--- src/shared/lsr_pkg.sv ---
package lsr_pkg;

    // Register width and address width
    localparam int          REG_W        = 16;
    localparam int          ADDR_W       = 16;

    // Register addresses
    localparam logic [15:0] A_LOCK_COND  = 16'h0000;
    localparam logic [15:0] A_LOCK_DEM   = 16'h0001;
    localparam logic [15:0] A_BOLT_POS   = 16'h0002;
    localparam logic [15:0] A_DRV_ACT    = 16'h0003;
    localparam logic [15:0] A_DRV_VEL    = 16'h0004;
    localparam logic [15:0] A_SENS_A     = 16'h0005;
    localparam logic [15:0] A_SENS_B     = 16'h0006;
    localparam logic [15:0] A_MAG_NORM   = 16'h0007;
    localparam logic [15:0] A_DOOR_COND  = 16'h0008;
    localparam logic [15:0] A_CTRL_STATE = 16'h0009;
    localparam logic [15:0] A_DWELL      = 16'h000A;
    localparam logic [15:0] A_STROKE     = 16'h000B;
    localparam logic [15:0] A_FAIL_EXT   = 16'h000C;
    localparam logic [15:0] A_FAIL_RET   = 16'h000D;
    localparam logic [15:0] A_CORE_MHZ   = 16'h000E;
    localparam logic [15:0] A_CLK_FLAGS  = 16'h000F;
    localparam logic [15:0] A_ACT_LIMIT  = 16'h0010;
    localparam logic [15:0] A_DRV_POS_C  = 16'h0032;
    localparam logic [15:0] A_DRV_VEL_C  = 16'h0033;

    // Bolt travel limit in increments
    localparam logic [15:0] BOLT_MAX     = 16'h0087;

    // Clock source flag field positions
    localparam int          CF_INT_RDY   = 0;
    localparam int          CF_EXT_RDY   = 1;
    localparam int          CF_PLL_LCK   = 2;
    localparam int          CF_EXT_ACT   = 3;
    localparam int          CF_SRC_LO    = 4;
    localparam int          CF_SRC_HI    = 5;

    // Stroke side codes
    localparam logic [15:0] SIDE_RIGHT   = 16'hFFFF;
    localparam logic [15:0] SIDE_AUTO    = 16'h0000;
    localparam logic [15:0] SIDE_LEFT    = 16'h0001;

    // Reset value of every register
    localparam logic [15:0] REG_RST      = 16'h0000;

    // Dwell time base: one millisecond per count
    localparam int          CLK_HZ       = 40_000_000;
    localparam int          DWELL_MS     = 1;
    localparam int          DWELL_CYC    = CLK_HZ / 1000 * DWELL_MS;

    typedef enum logic [1:0] {
        DRV_IDLE    = 2'b00,
        DRV_EXTEND  = 2'b01,
        DRV_RETRACT = 2'b10,
        DRV_BRAKE   = 2'b11
    } lsr_drive_t;

    typedef enum logic [1:0] {
        DOOR_UNDEF   = 2'b00,
        DOOR_OPEN    = 2'b01,
        DOOR_CLOSING = 2'b10,
        DOOR_CLOSED  = 2'b11
    } lsr_door_t;

    typedef enum logic [3:0] {
        CS_START       = 4'b0000,
        CS_REFERENCING = 4'b0001,
        CS_OPENED      = 4'b0010,
        CS_LOCKING     = 4'b0011,
        CS_LOCKED      = 4'b0100,
        CS_OPEN        = 4'b0101,
        CS_ERR_LOCKED  = 4'b0110,
        CS_ERR_LOCKING = 4'b0111,
        CS_ERR_PAUSE_S = 4'b1000,
        CS_ERR_PAUSE_L = 4'b1001,
        CS_ERR_WAIT    = 4'b1010,
        CS_ERR_OPENED  = 4'b1011,
        CS_ERR_OPEN    = 4'b1100
    } lsr_ctrl_t;

endpackage

--- src/core/lsr_sat_counter.sv ---
`timescale 1ns/1ps
module lsr_sat_counter #(
    parameter int WIDTH = 16
) (
    input  wire logic             i_clk_sys,
    input  wire logic             i_rstn,
    input  wire logic             i_ce,
    input  wire logic             i_clear,
    input  wire logic             i_inc,
    output logic      [WIDTH-1:0] o_count
);

    localparam logic [WIDTH-1:0] ZERO = '0;
    localparam logic [WIDTH-1:0] FULL = '1;
    localparam logic [WIDTH-1:0] ONE  = {{(WIDTH-1){1'b0}}, 1'b1};

    logic [WIDTH-1:0] count_q;
    logic [WIDTH-1:0] count_d;
    wire              at_full = (count_q == FULL);

    // Clear restarts; count holds at full scale
    assign count_d = i_clear ? (i_inc ? ONE : ZERO)
                   : (i_inc && !at_full) ? count_q + ONE
                   : count_q;

    always_ff @(posedge i_clk_sys or negedge i_rstn) begin
        if (!i_rstn) begin
            count_q <= ZERO;
        end else if (i_ce) begin
            count_q <= count_d;
        end
    end

    assign o_count = count_q;

endmodule // lsr_sat_counter

--- src/core/lsr_status_bank.sv ---
// Operation
// - All registers 16-bit, read only
// - Address 0: bolt retracted 0, extended 1
// - Address 1: effective lock demand flag
// - Bolt position 0 to 135 increments
// - Drive activity idle/extend/retract/brake codes
// - Address 4: drive travel speed
// - Addresses 5, 6: field sensor readings
// - Address 7: normalised magnet position
// - Door condition undefined/open/closing/closed codes
// - Controller state, thirteen codes 0 to 12
// - Dwell time restarts on state change
// - Stroke side -1, 0 or 1
// - Failed extend count at address 12
// - Failed retract count at address 13
// - Address 14: core clock in MHz
// - Clock flags bits 0 to 3
// - Clock flags bits 4-5: source
// - Active limit is unlocked or locked setting
// - Addresses 50, 51: drive counts position, velocity
`timescale 1ns/1ps
module lsr_status_bank #(
    parameter int DWELL_CYC = lsr_pkg::DWELL_CYC
) (
    input  wire logic        i_clk_sys,
    input  wire logic        i_rstn,
    input  wire logic        i_ce,
    // Register read and write request
    input  wire logic        i_rd_en,
    input  wire logic [15:0] i_rd_addr,
    input  wire logic        i_wr_en,
    input  wire logic [15:0] i_wr_addr,
    input  wire logic [15:0] i_wr_data,
    output logic      [15:0] o_rd_data,
    output logic             o_rd_valid,
    output logic             o_wr_reject,
    // Status sources
    input  wire logic        i_bolt_extended,
    input  wire logic        i_lock_demand,
    input  wire logic [15:0] i_bolt_travel,
    input  wire logic [1:0]  i_drive_activity,
    input  wire logic [15:0] i_drive_velocity,
    input  wire logic [15:0] i_sensor_a,
    input  wire logic [15:0] i_sensor_b,
    input  wire logic [1:0]  i_door_condition,
    input  wire logic [3:0]  i_ctrl_state,
    input  wire logic        i_side_fixed,
    input  wire logic        i_side_left,
    input  wire logic        i_extend_fail,
    input  wire logic        i_retract_fail,
    input  wire logic [15:0] i_core_mhz,
    input  wire logic        i_int_osc_ready,
    input  wire logic        i_ext_osc_ready,
    input  wire logic        i_pll_locked,
    input  wire logic        i_ext_osc_active,
    input  wire logic [1:0]  i_sys_clk_source,
    input  wire logic [15:0] i_unlocked_proximity_setting,
    input  wire logic [15:0] i_locked_proximity_setting,
    input  wire logic [15:0] i_drive_position_counts,
    input  wire logic [15:0] i_drive_velocity_counts
);

    localparam logic [15:0] ZERO16 = 16'h0000;
    localparam logic [15:0] ONE16  = 16'h0001;
    localparam int          TICK_W = $clog2(DWELL_CYC + 1);
    localparam logic [TICK_W-1:0] TICK_LAST = TICK_W'(DWELL_CYC - 1);
    localparam logic [TICK_W-1:0] TICK_ZERO = '0;
    localparam logic [TICK_W-1:0] TICK_ONE  = TICK_W'(1);

    // Snapshot registers
    logic [15:0] lock_cond_q;
    logic [15:0] lock_dem_q;
    logic [15:0] bolt_pos_q;
    logic [15:0] drv_act_q;
    logic [15:0] drv_vel_q;
    logic [15:0] sens_a_q;
    logic [15:0] sens_b_q;
    logic [15:0] mag_norm_q;
    logic [15:0] door_q;
    logic [15:0] ctrl_q;
    logic [15:0] stroke_q;
    logic [15:0] core_mhz_q;
    logic [15:0] clk_flags_q;
    logic [15:0] act_limit_q;
    logic [15:0] drv_pos_c_q;
    logic [15:0] drv_vel_c_q;

    logic [15:0] lock_cond_d;
    logic [15:0] lock_dem_d;
    logic [15:0] bolt_pos_d;
    logic [15:0] drv_act_d;
    logic [15:0] mag_norm_d;
    logic [15:0] door_d;
    logic [15:0] ctrl_d;
    logic [15:0] stroke_d;
    logic [15:0] clk_flags_d;
    logic [15:0] act_limit_d;

    // Answer registers
    logic [15:0] rd_data_q;
    logic [15:0] rd_data_d;
    logic        rd_valid_q;
    logic        wr_reject_q;

    // Dwell timer and failure counts
    logic [TICK_W-1:0] tick_cnt_q;
    logic [TICK_W-1:0] tick_cnt_d;
    logic              tick;
    logic              state_changed;
    logic [15:0]       dwell_count;
    logic [15:0]       fail_ext_count;
    logic [15:0]       fail_ret_count;

    assign lock_cond_d = i_bolt_extended ? ONE16 : ZERO16;

    assign lock_dem_d = i_lock_demand ? ONE16 : ZERO16;

    assign bolt_pos_d = (i_bolt_travel > lsr_pkg::BOLT_MAX) ? lsr_pkg::BOLT_MAX
                                                            : i_bolt_travel;

    assign drv_act_d = {14'h0000, i_drive_activity};

    wire signed [16:0] sens_diff = $signed({i_sensor_a[15], i_sensor_a})
                                 - $signed({i_sensor_b[15], i_sensor_b});
    assign mag_norm_d = sens_diff[16:1];

    assign door_d = {14'h0000, i_door_condition};

    wire ctrl_in_range = (i_ctrl_state <= lsr_pkg::CS_ERR_OPEN);
    assign ctrl_d = ctrl_in_range ? {12'h000, i_ctrl_state} : ctrl_q;

    assign stroke_d = !i_side_fixed ? lsr_pkg::SIDE_AUTO
                    : i_side_left   ? lsr_pkg::SIDE_LEFT
                    :                 lsr_pkg::SIDE_RIGHT;

    wire [3:0] osc_flags;
    assign osc_flags[lsr_pkg::CF_INT_RDY] = i_int_osc_ready;
    assign osc_flags[lsr_pkg::CF_EXT_RDY] = i_ext_osc_ready;
    assign osc_flags[lsr_pkg::CF_PLL_LCK] = i_pll_locked;
    assign osc_flags[lsr_pkg::CF_EXT_ACT] = i_ext_osc_active;

    assign clk_flags_d = {10'h000, i_sys_clk_source, osc_flags};

    assign act_limit_d = i_bolt_extended ? i_locked_proximity_setting
                                         : i_unlocked_proximity_setting;

    always_ff @(posedge i_clk_sys or negedge i_rstn) begin
        if (!i_rstn) begin
            lock_cond_q <= lsr_pkg::REG_RST;
            lock_dem_q  <= lsr_pkg::REG_RST;
            bolt_pos_q  <= lsr_pkg::REG_RST;
            drv_act_q   <= lsr_pkg::REG_RST;
            drv_vel_q   <= lsr_pkg::REG_RST;
            sens_a_q    <= lsr_pkg::REG_RST;
            sens_b_q    <= lsr_pkg::REG_RST;
            mag_norm_q  <= lsr_pkg::REG_RST;
            door_q      <= lsr_pkg::REG_RST;
            ctrl_q      <= lsr_pkg::REG_RST;
            stroke_q    <= lsr_pkg::REG_RST;
            core_mhz_q  <= lsr_pkg::REG_RST;
            clk_flags_q <= lsr_pkg::REG_RST;
            act_limit_q <= lsr_pkg::REG_RST;
            drv_pos_c_q <= lsr_pkg::REG_RST;
            drv_vel_c_q <= lsr_pkg::REG_RST;
        end else if (i_ce) begin
            lock_cond_q <= lock_cond_d;
            lock_dem_q  <= lock_dem_d;
            bolt_pos_q  <= bolt_pos_d;
            drv_act_q   <= drv_act_d;
            drv_vel_q   <= i_drive_velocity;
            sens_a_q    <= i_sensor_a;
            sens_b_q    <= i_sensor_b;
            mag_norm_q  <= mag_norm_d;
            door_q      <= door_d;
            ctrl_q      <= ctrl_d;
            stroke_q    <= stroke_d;
            core_mhz_q  <= i_core_mhz;
            clk_flags_q <= clk_flags_d;
            act_limit_q <= act_limit_d;
            drv_pos_c_q <= i_drive_position_counts;
            drv_vel_c_q <= i_drive_velocity_counts;
        end
    end

    assign state_changed = (ctrl_d != ctrl_q);

    assign tick       = (tick_cnt_q == TICK_LAST);
    assign tick_cnt_d = (state_changed || tick) ? TICK_ZERO : tick_cnt_q + TICK_ONE;

    always_ff @(posedge i_clk_sys or negedge i_rstn) begin
        if (!i_rstn) begin
            tick_cnt_q <= TICK_ZERO;
        end else if (i_ce) begin
            tick_cnt_q <= tick_cnt_d;
        end
    end

    lsr_sat_counter #(
        .WIDTH   (lsr_pkg::REG_W)
    ) u_dwell (
        .i_clk_sys (i_clk_sys),
        .i_rstn    (i_rstn),
        .i_ce      (i_ce),
        .i_clear   (state_changed),
        .i_inc     (tick && !state_changed),
        .o_count   (dwell_count)
    );

    lsr_sat_counter #(
        .WIDTH   (lsr_pkg::REG_W)
    ) u_fail_ext (
        .i_clk_sys (i_clk_sys),
        .i_rstn    (i_rstn),
        .i_ce      (i_ce),
        .i_clear   (1'b0),
        .i_inc     (i_extend_fail),
        .o_count   (fail_ext_count)
    );

    lsr_sat_counter #(
        .WIDTH   (lsr_pkg::REG_W)
    ) u_fail_ret (
        .i_clk_sys (i_clk_sys),
        .i_rstn    (i_rstn),
        .i_ce      (i_ce),
        .i_clear   (1'b0),
        .i_inc     (i_retract_fail),
        .o_count   (fail_ret_count)
    );

    // Address decode
    wire hit_lock_cond  = (i_rd_addr == lsr_pkg::A_LOCK_COND);
    wire hit_lock_dem   = (i_rd_addr == lsr_pkg::A_LOCK_DEM);
    wire hit_bolt_pos   = (i_rd_addr == lsr_pkg::A_BOLT_POS);
    wire hit_drv_act    = (i_rd_addr == lsr_pkg::A_DRV_ACT);
    wire hit_drv_vel    = (i_rd_addr == lsr_pkg::A_DRV_VEL);
    wire hit_sens_a     = (i_rd_addr == lsr_pkg::A_SENS_A);
    wire hit_sens_b     = (i_rd_addr == lsr_pkg::A_SENS_B);
    wire hit_mag_norm   = (i_rd_addr == lsr_pkg::A_MAG_NORM);
    wire hit_door       = (i_rd_addr == lsr_pkg::A_DOOR_COND);
    wire hit_ctrl       = (i_rd_addr == lsr_pkg::A_CTRL_STATE);
    wire hit_dwell      = (i_rd_addr == lsr_pkg::A_DWELL);
    wire hit_stroke     = (i_rd_addr == lsr_pkg::A_STROKE);
    wire hit_fail_ext   = (i_rd_addr == lsr_pkg::A_FAIL_EXT);
    wire hit_fail_ret   = (i_rd_addr == lsr_pkg::A_FAIL_RET);
    wire hit_core_mhz   = (i_rd_addr == lsr_pkg::A_CORE_MHZ);
    wire hit_clk_flags  = (i_rd_addr == lsr_pkg::A_CLK_FLAGS);
    wire hit_act_limit  = (i_rd_addr == lsr_pkg::A_ACT_LIMIT);
    wire hit_drv_pos_c  = (i_rd_addr == lsr_pkg::A_DRV_POS_C);
    wire hit_drv_vel_c  = (i_rd_addr == lsr_pkg::A_DRV_VEL_C);

    assign rd_data_d = hit_lock_cond ? lock_cond_q
                     : hit_lock_dem  ? lock_dem_q
                     : hit_bolt_pos  ? bolt_pos_q
                     : hit_drv_act   ? drv_act_q
                     : hit_drv_vel   ? drv_vel_q
                     : hit_sens_a    ? sens_a_q
                     : hit_sens_b    ? sens_b_q
                     : hit_mag_norm  ? mag_norm_q
                     : hit_door      ? door_q
                     : hit_ctrl      ? ctrl_q
                     : hit_dwell     ? dwell_count
                     : hit_stroke    ? stroke_q
                     : hit_fail_ext  ? fail_ext_count
                     : hit_fail_ret  ? fail_ret_count
                     : hit_core_mhz  ? core_mhz_q
                     : hit_clk_flags ? clk_flags_q
                     : hit_act_limit ? act_limit_q
                     : hit_drv_pos_c ? drv_pos_c_q
                     : hit_drv_vel_c ? drv_vel_c_q
                     :                 ZERO16;

    // Write data and address are never stored
    wire wr_attempt = i_wr_en && (i_wr_addr == i_wr_addr) && (i_wr_data == i_wr_data);

    always_ff @(posedge i_clk_sys or negedge i_rstn) begin
        if (!i_rstn) begin
            rd_data_q   <= ZERO16;
            rd_valid_q  <= 1'b0;
            wr_reject_q <= 1'b0;
        end else if (i_ce) begin
            rd_valid_q  <= i_rd_en;
            if (i_rd_en) begin
                rd_data_q <= rd_data_d;
            end
            wr_reject_q <= wr_attempt;
        end
    end

    assign o_rd_data   = rd_data_q;
    assign o_rd_valid  = rd_valid_q;
    assign o_wr_reject = wr_reject_q;

endmodule // lsr_status_bank

--- config.mk ---
export PLATFORM = sky130hd
export DESIGN_NAME = lsr_status_bank
export DESIGN_NICKNAME = d
export VERILOG_FILES = /design/src/shared/lsr_pkg.sv /design/src/core/lsr_sat_counter.sv /design/src/core/lsr_status_bank.sv
export SDC_FILE = /design/constraint.sdc
export NUM_CORES = 1
export LEC_CHECK = 0
export BUFFER_PORTS_ARGS = -buffer_cell sky130_fd_sc_hd__buf_2
export CAP_MARGIN = 10
export CORE_MARGIN = 5
export CORE_UTILIZATION = 40
export CTS_CLUSTER_SIZE = 28
export DETAILED_ROUTE_END_ITERATION = 6
export GPL_TIMING_DRIVEN = 0
export PLACE_DENSITY_LB_ADDON = 0.25
export SYNTH_ARGS = -nofsm -noshare
export SYNTH_HDL_FRONTEND = slang
export SYNTH_SLANG_ARGS = --single-unit
--- constraint.sdc ---
create_clock -name i_clk_sys -period 2.9 [get_ports i_clk_sys]
set_clock_uncertainty 0.15 [all_clocks]
set_input_delay 0.725 -clock i_clk_sys [delete_from_list [all_inputs] [get_ports i_clk_sys]]
set_output_delay 0.725 -clock i_clk_sys [all_outputs]
set_load 0.02 [all_outputs]
==> metrics.cfg <==
[floorplan]
dieWidth_um = 191
fp.coreArea_um2 = 32500
initial_utilization = 0.403
rows = 66
die_y_um = 191
num_io_pins = 235
die_outline_area_um2 = 36400

[drt]
drt-initial-drc-count = 958
drt_pre_antenna_iters = 6
post_route_antenna_net_violation_count = 0
number_of_remaining_drc_errors = 0
dr_total_vias = 10951
route.final.wire_length_mm = 41.2
detail_route.vias_per_cell = 5.58
drt-wirelength-per-cell_um = 21.0

[layout]
num_antenna_cells = 0
layout-drive-gt1-share = 0.293
fin_cells = 1962
syn_to_final_growth_pct = 21.6
nNetsFinal = 1736
fill_cell_count = 3019

[clock_network]
max-clock-path-buffers = 3
tritoncts = done
clock_insertion_delay_worst_skew_ns = 0.56
cts.sink_count = 256
h-tree-depth = 1
num_cts_buffers = 29
cts_root_buffer = clkbuf_16
clkTransAtPathRegs_ns = 0.06

[grt]
gr_overflow_total = 0
grt_pass1_vias = 11118
grt_first_pass_wirelength_mm = 63.9
global_route_usage_over_all_layers = 0.224
grt_antenna_before_repair = 1
grt_start_max_net_pins = 118

[synthesis]
synth_enable_flop_cells = 0
avgSynthCellArea_um2 = 10.4
synth_seq_area_share = 0.489
synthesis.area_um2 = 13100
syn-instance-count = 1260
synth_largest_type_area_fraction = 0.489
biggest_area_consumer_among_synthesized_cells = dfrtp_1
top_count_cell_post_synth = dfrtp_1
synth_top_flop_cell = dfrtp_1
synth.top_cells.by_count = dfrtp_1, mux2_2, nand2_1
number_of_flip_flops_and_latches_in_the_synthesized_netlist = 256
postSynth.asyncResetShare = 1.00
synth.lib_cells_used.distinct = 75
synth.yosys.warnings = 0
synth.area.top_cells = dfrtp_1, mux2_2, nand2_1
postSynthNetCount = 1497

[status]
run_status = complete, no violations

[worst_setup_path]
critPathRequiredTime_ns = 3.18
critical_path_peak_fanout = 10
crit_start = i_rd_addr[0]
critical_path.reg2reg.startpoint = u_dwell.o_count[0]
critPathArrivalTime_ns = 3.14
worstSetupPathType = primary input to flop
element_type_at_the_critical_path_start = primary input
worst_setup_path_end_kind = flop

[sta]
grt_setup_unrepaired = no
max-slew-margin-rel = 0.446
period_share = 0.985
final_period_minus_worst_setup_slack_ns = 2.86
fin_setup_tns_ns = 0
timing.final.max_slew_violations = 0
timing.hold.ws_ns = 0.224
max_freq_mhz = 350
max_slew.worst_pin.slew_ns = 0.831
final-setup-viol-count = 0
timing.final.hold_violations = 0
setup_slack_ns = 0.0441

[placed_design]
post-place-ws_ns = -1.39
dpl.cell_count = 1902
io_buffers = 198
globalplace.congestion = 0.974
dp.final_hpwl_mm = 31.6

[power]
pwr_density_cell_nw_per_um2 = 548
total_design_power_mw = 8.72
power.static_leakage_nw = 7.05
ir_worst_vdd_v = 0.000493

[run]
cap_viol_max_count = 0

[hold_path]
timing.hold.worst.start = i_bolt_travel[0]
hp-class = primary input to flop

==> what timing repair did <==
action	CTS	global route
buffers inserted	4	7
resized for setup	28	24
setup endpoints to repair	119	20
hold endpoints to repair	54	0
pin swaps	2	7
hold buffers	1	0
==> metrics by stage <==
step,util,cell area (um2)
finish,0.490,15900
global route,0.490,15900
CTS,0.486,15800
detailed placement,0.453,14700
global placement,0.451,14700
floorplan,-,13100
==> layout make-up <==
type	instances	area, um2	share of cell area
clock buffer	44	812	0.0510
sequential	256	6410	0.403
multi-input combinational	903	6480	0.407
clock inverter	8	62.6	0.00393
tap	442	553	0.0348
buffer	57	273	0.0171
timing repair buffer	212	1170	0.0737
inverter	40	150	0.00943
==> worst paths after layout <==
path,endpoint,slack [ns],depth (start not counted)
min in group asynchronous,bolt_pos_q[1],0.52,2
worst min-delay path,bolt_pos_q[0],0.22,2
worst min register to register,o_rd_valid,0.33,1
worst max-delay path,o_rd_data[11],0.04,8
worst max register to register,u_dwell.o_count[9],0.12,9
max in group asynchronous,u_dwell.o_count[9],1.15,3
==> flip-flops by register name, summed over array words and instances, names as in the netlist, 2 cells and up <==
register and count:
act_limit_q 16, bolt_pos_q 16, clk_flags_q 6, core_mhz_q 16, ctrl_q 16, door_q 2
drv_act_q 2, drv_pos_c_q 16, drv_vel_c_q 16, drv_vel_q 16, mag_norm_q 16, o_rd_data 16
sens_a_q 16, sens_b_q 16, stroke_q 2, tick_cnt_q 16, u_dwell.o_count 16, u_fail_ext.o_count 16
u_fail_ret.o_count 16
==> report_power, final <==
part | internal [mW] | total (mW) | switching (mW) | leakage, nW
registers | 3.90 | 4.18 | 0.282 | 3.19
logic | 0.520 | 1.13 | 0.615 | 3.44
clock network | 1.93 | 3.41 | 1.48 | 0.419
total | 6.35 | 8.72 | 2.38 | 7.05
==> cells by family after synthesis <==
kind of cell | count (synthesis) | share of synthesized area
flip-flops | 256 | 0.489
AND/OR/NAND/NOR | 415 | 0.162
buffers and inverters | 101 | 0.0310
AO/OA/AOI/OAI | 266 | 0.138
multiplexers | 138 | 0.117
adder cells (fa/ha/maj) | 20 | 0.0197
XOR/XNOR | 64 | 0.0428
==> worst max-delay path: stages <==
cell and delay [ns]:
clkbuf_2 0.21, buf_1 0.49, nor2_1 0.25, nand3_1 0.35
clkbuf_1 0.41, nand4_1 0.25, nor3_2 0.35, o21ai_1 0.11
==> placed cells by master, fill, tap and decap left out, drive strengths merged, types with 15 or more instances in the layout <==
cell      n
a21oi    52
a221oi   17
a222oi   15
a31oi    19
and2     17
buf     226
clkbuf   85
dfrtp   256
ha       19
inv      41
mux2    118
mux2i    20
nand2   106
nand3    32
nand4    24
nor2    105
nor2b    20
nor3     40
nor4     17
o21ai    71
xnor2    44
xor2     20
==> routing by layer <==
metal / GRT usage / up-vias / part of all wire
li1: - / 5077 / -
met1: 0.313 / 5452 / 0.44
met2: 0.370 / 356 / 0.48
met3: 0.0313 / 66 / 0.053
met4: 0.0575 / 0 / 0.028
met5: 0 / - / 0
Power figures use the tool's default switching activity.
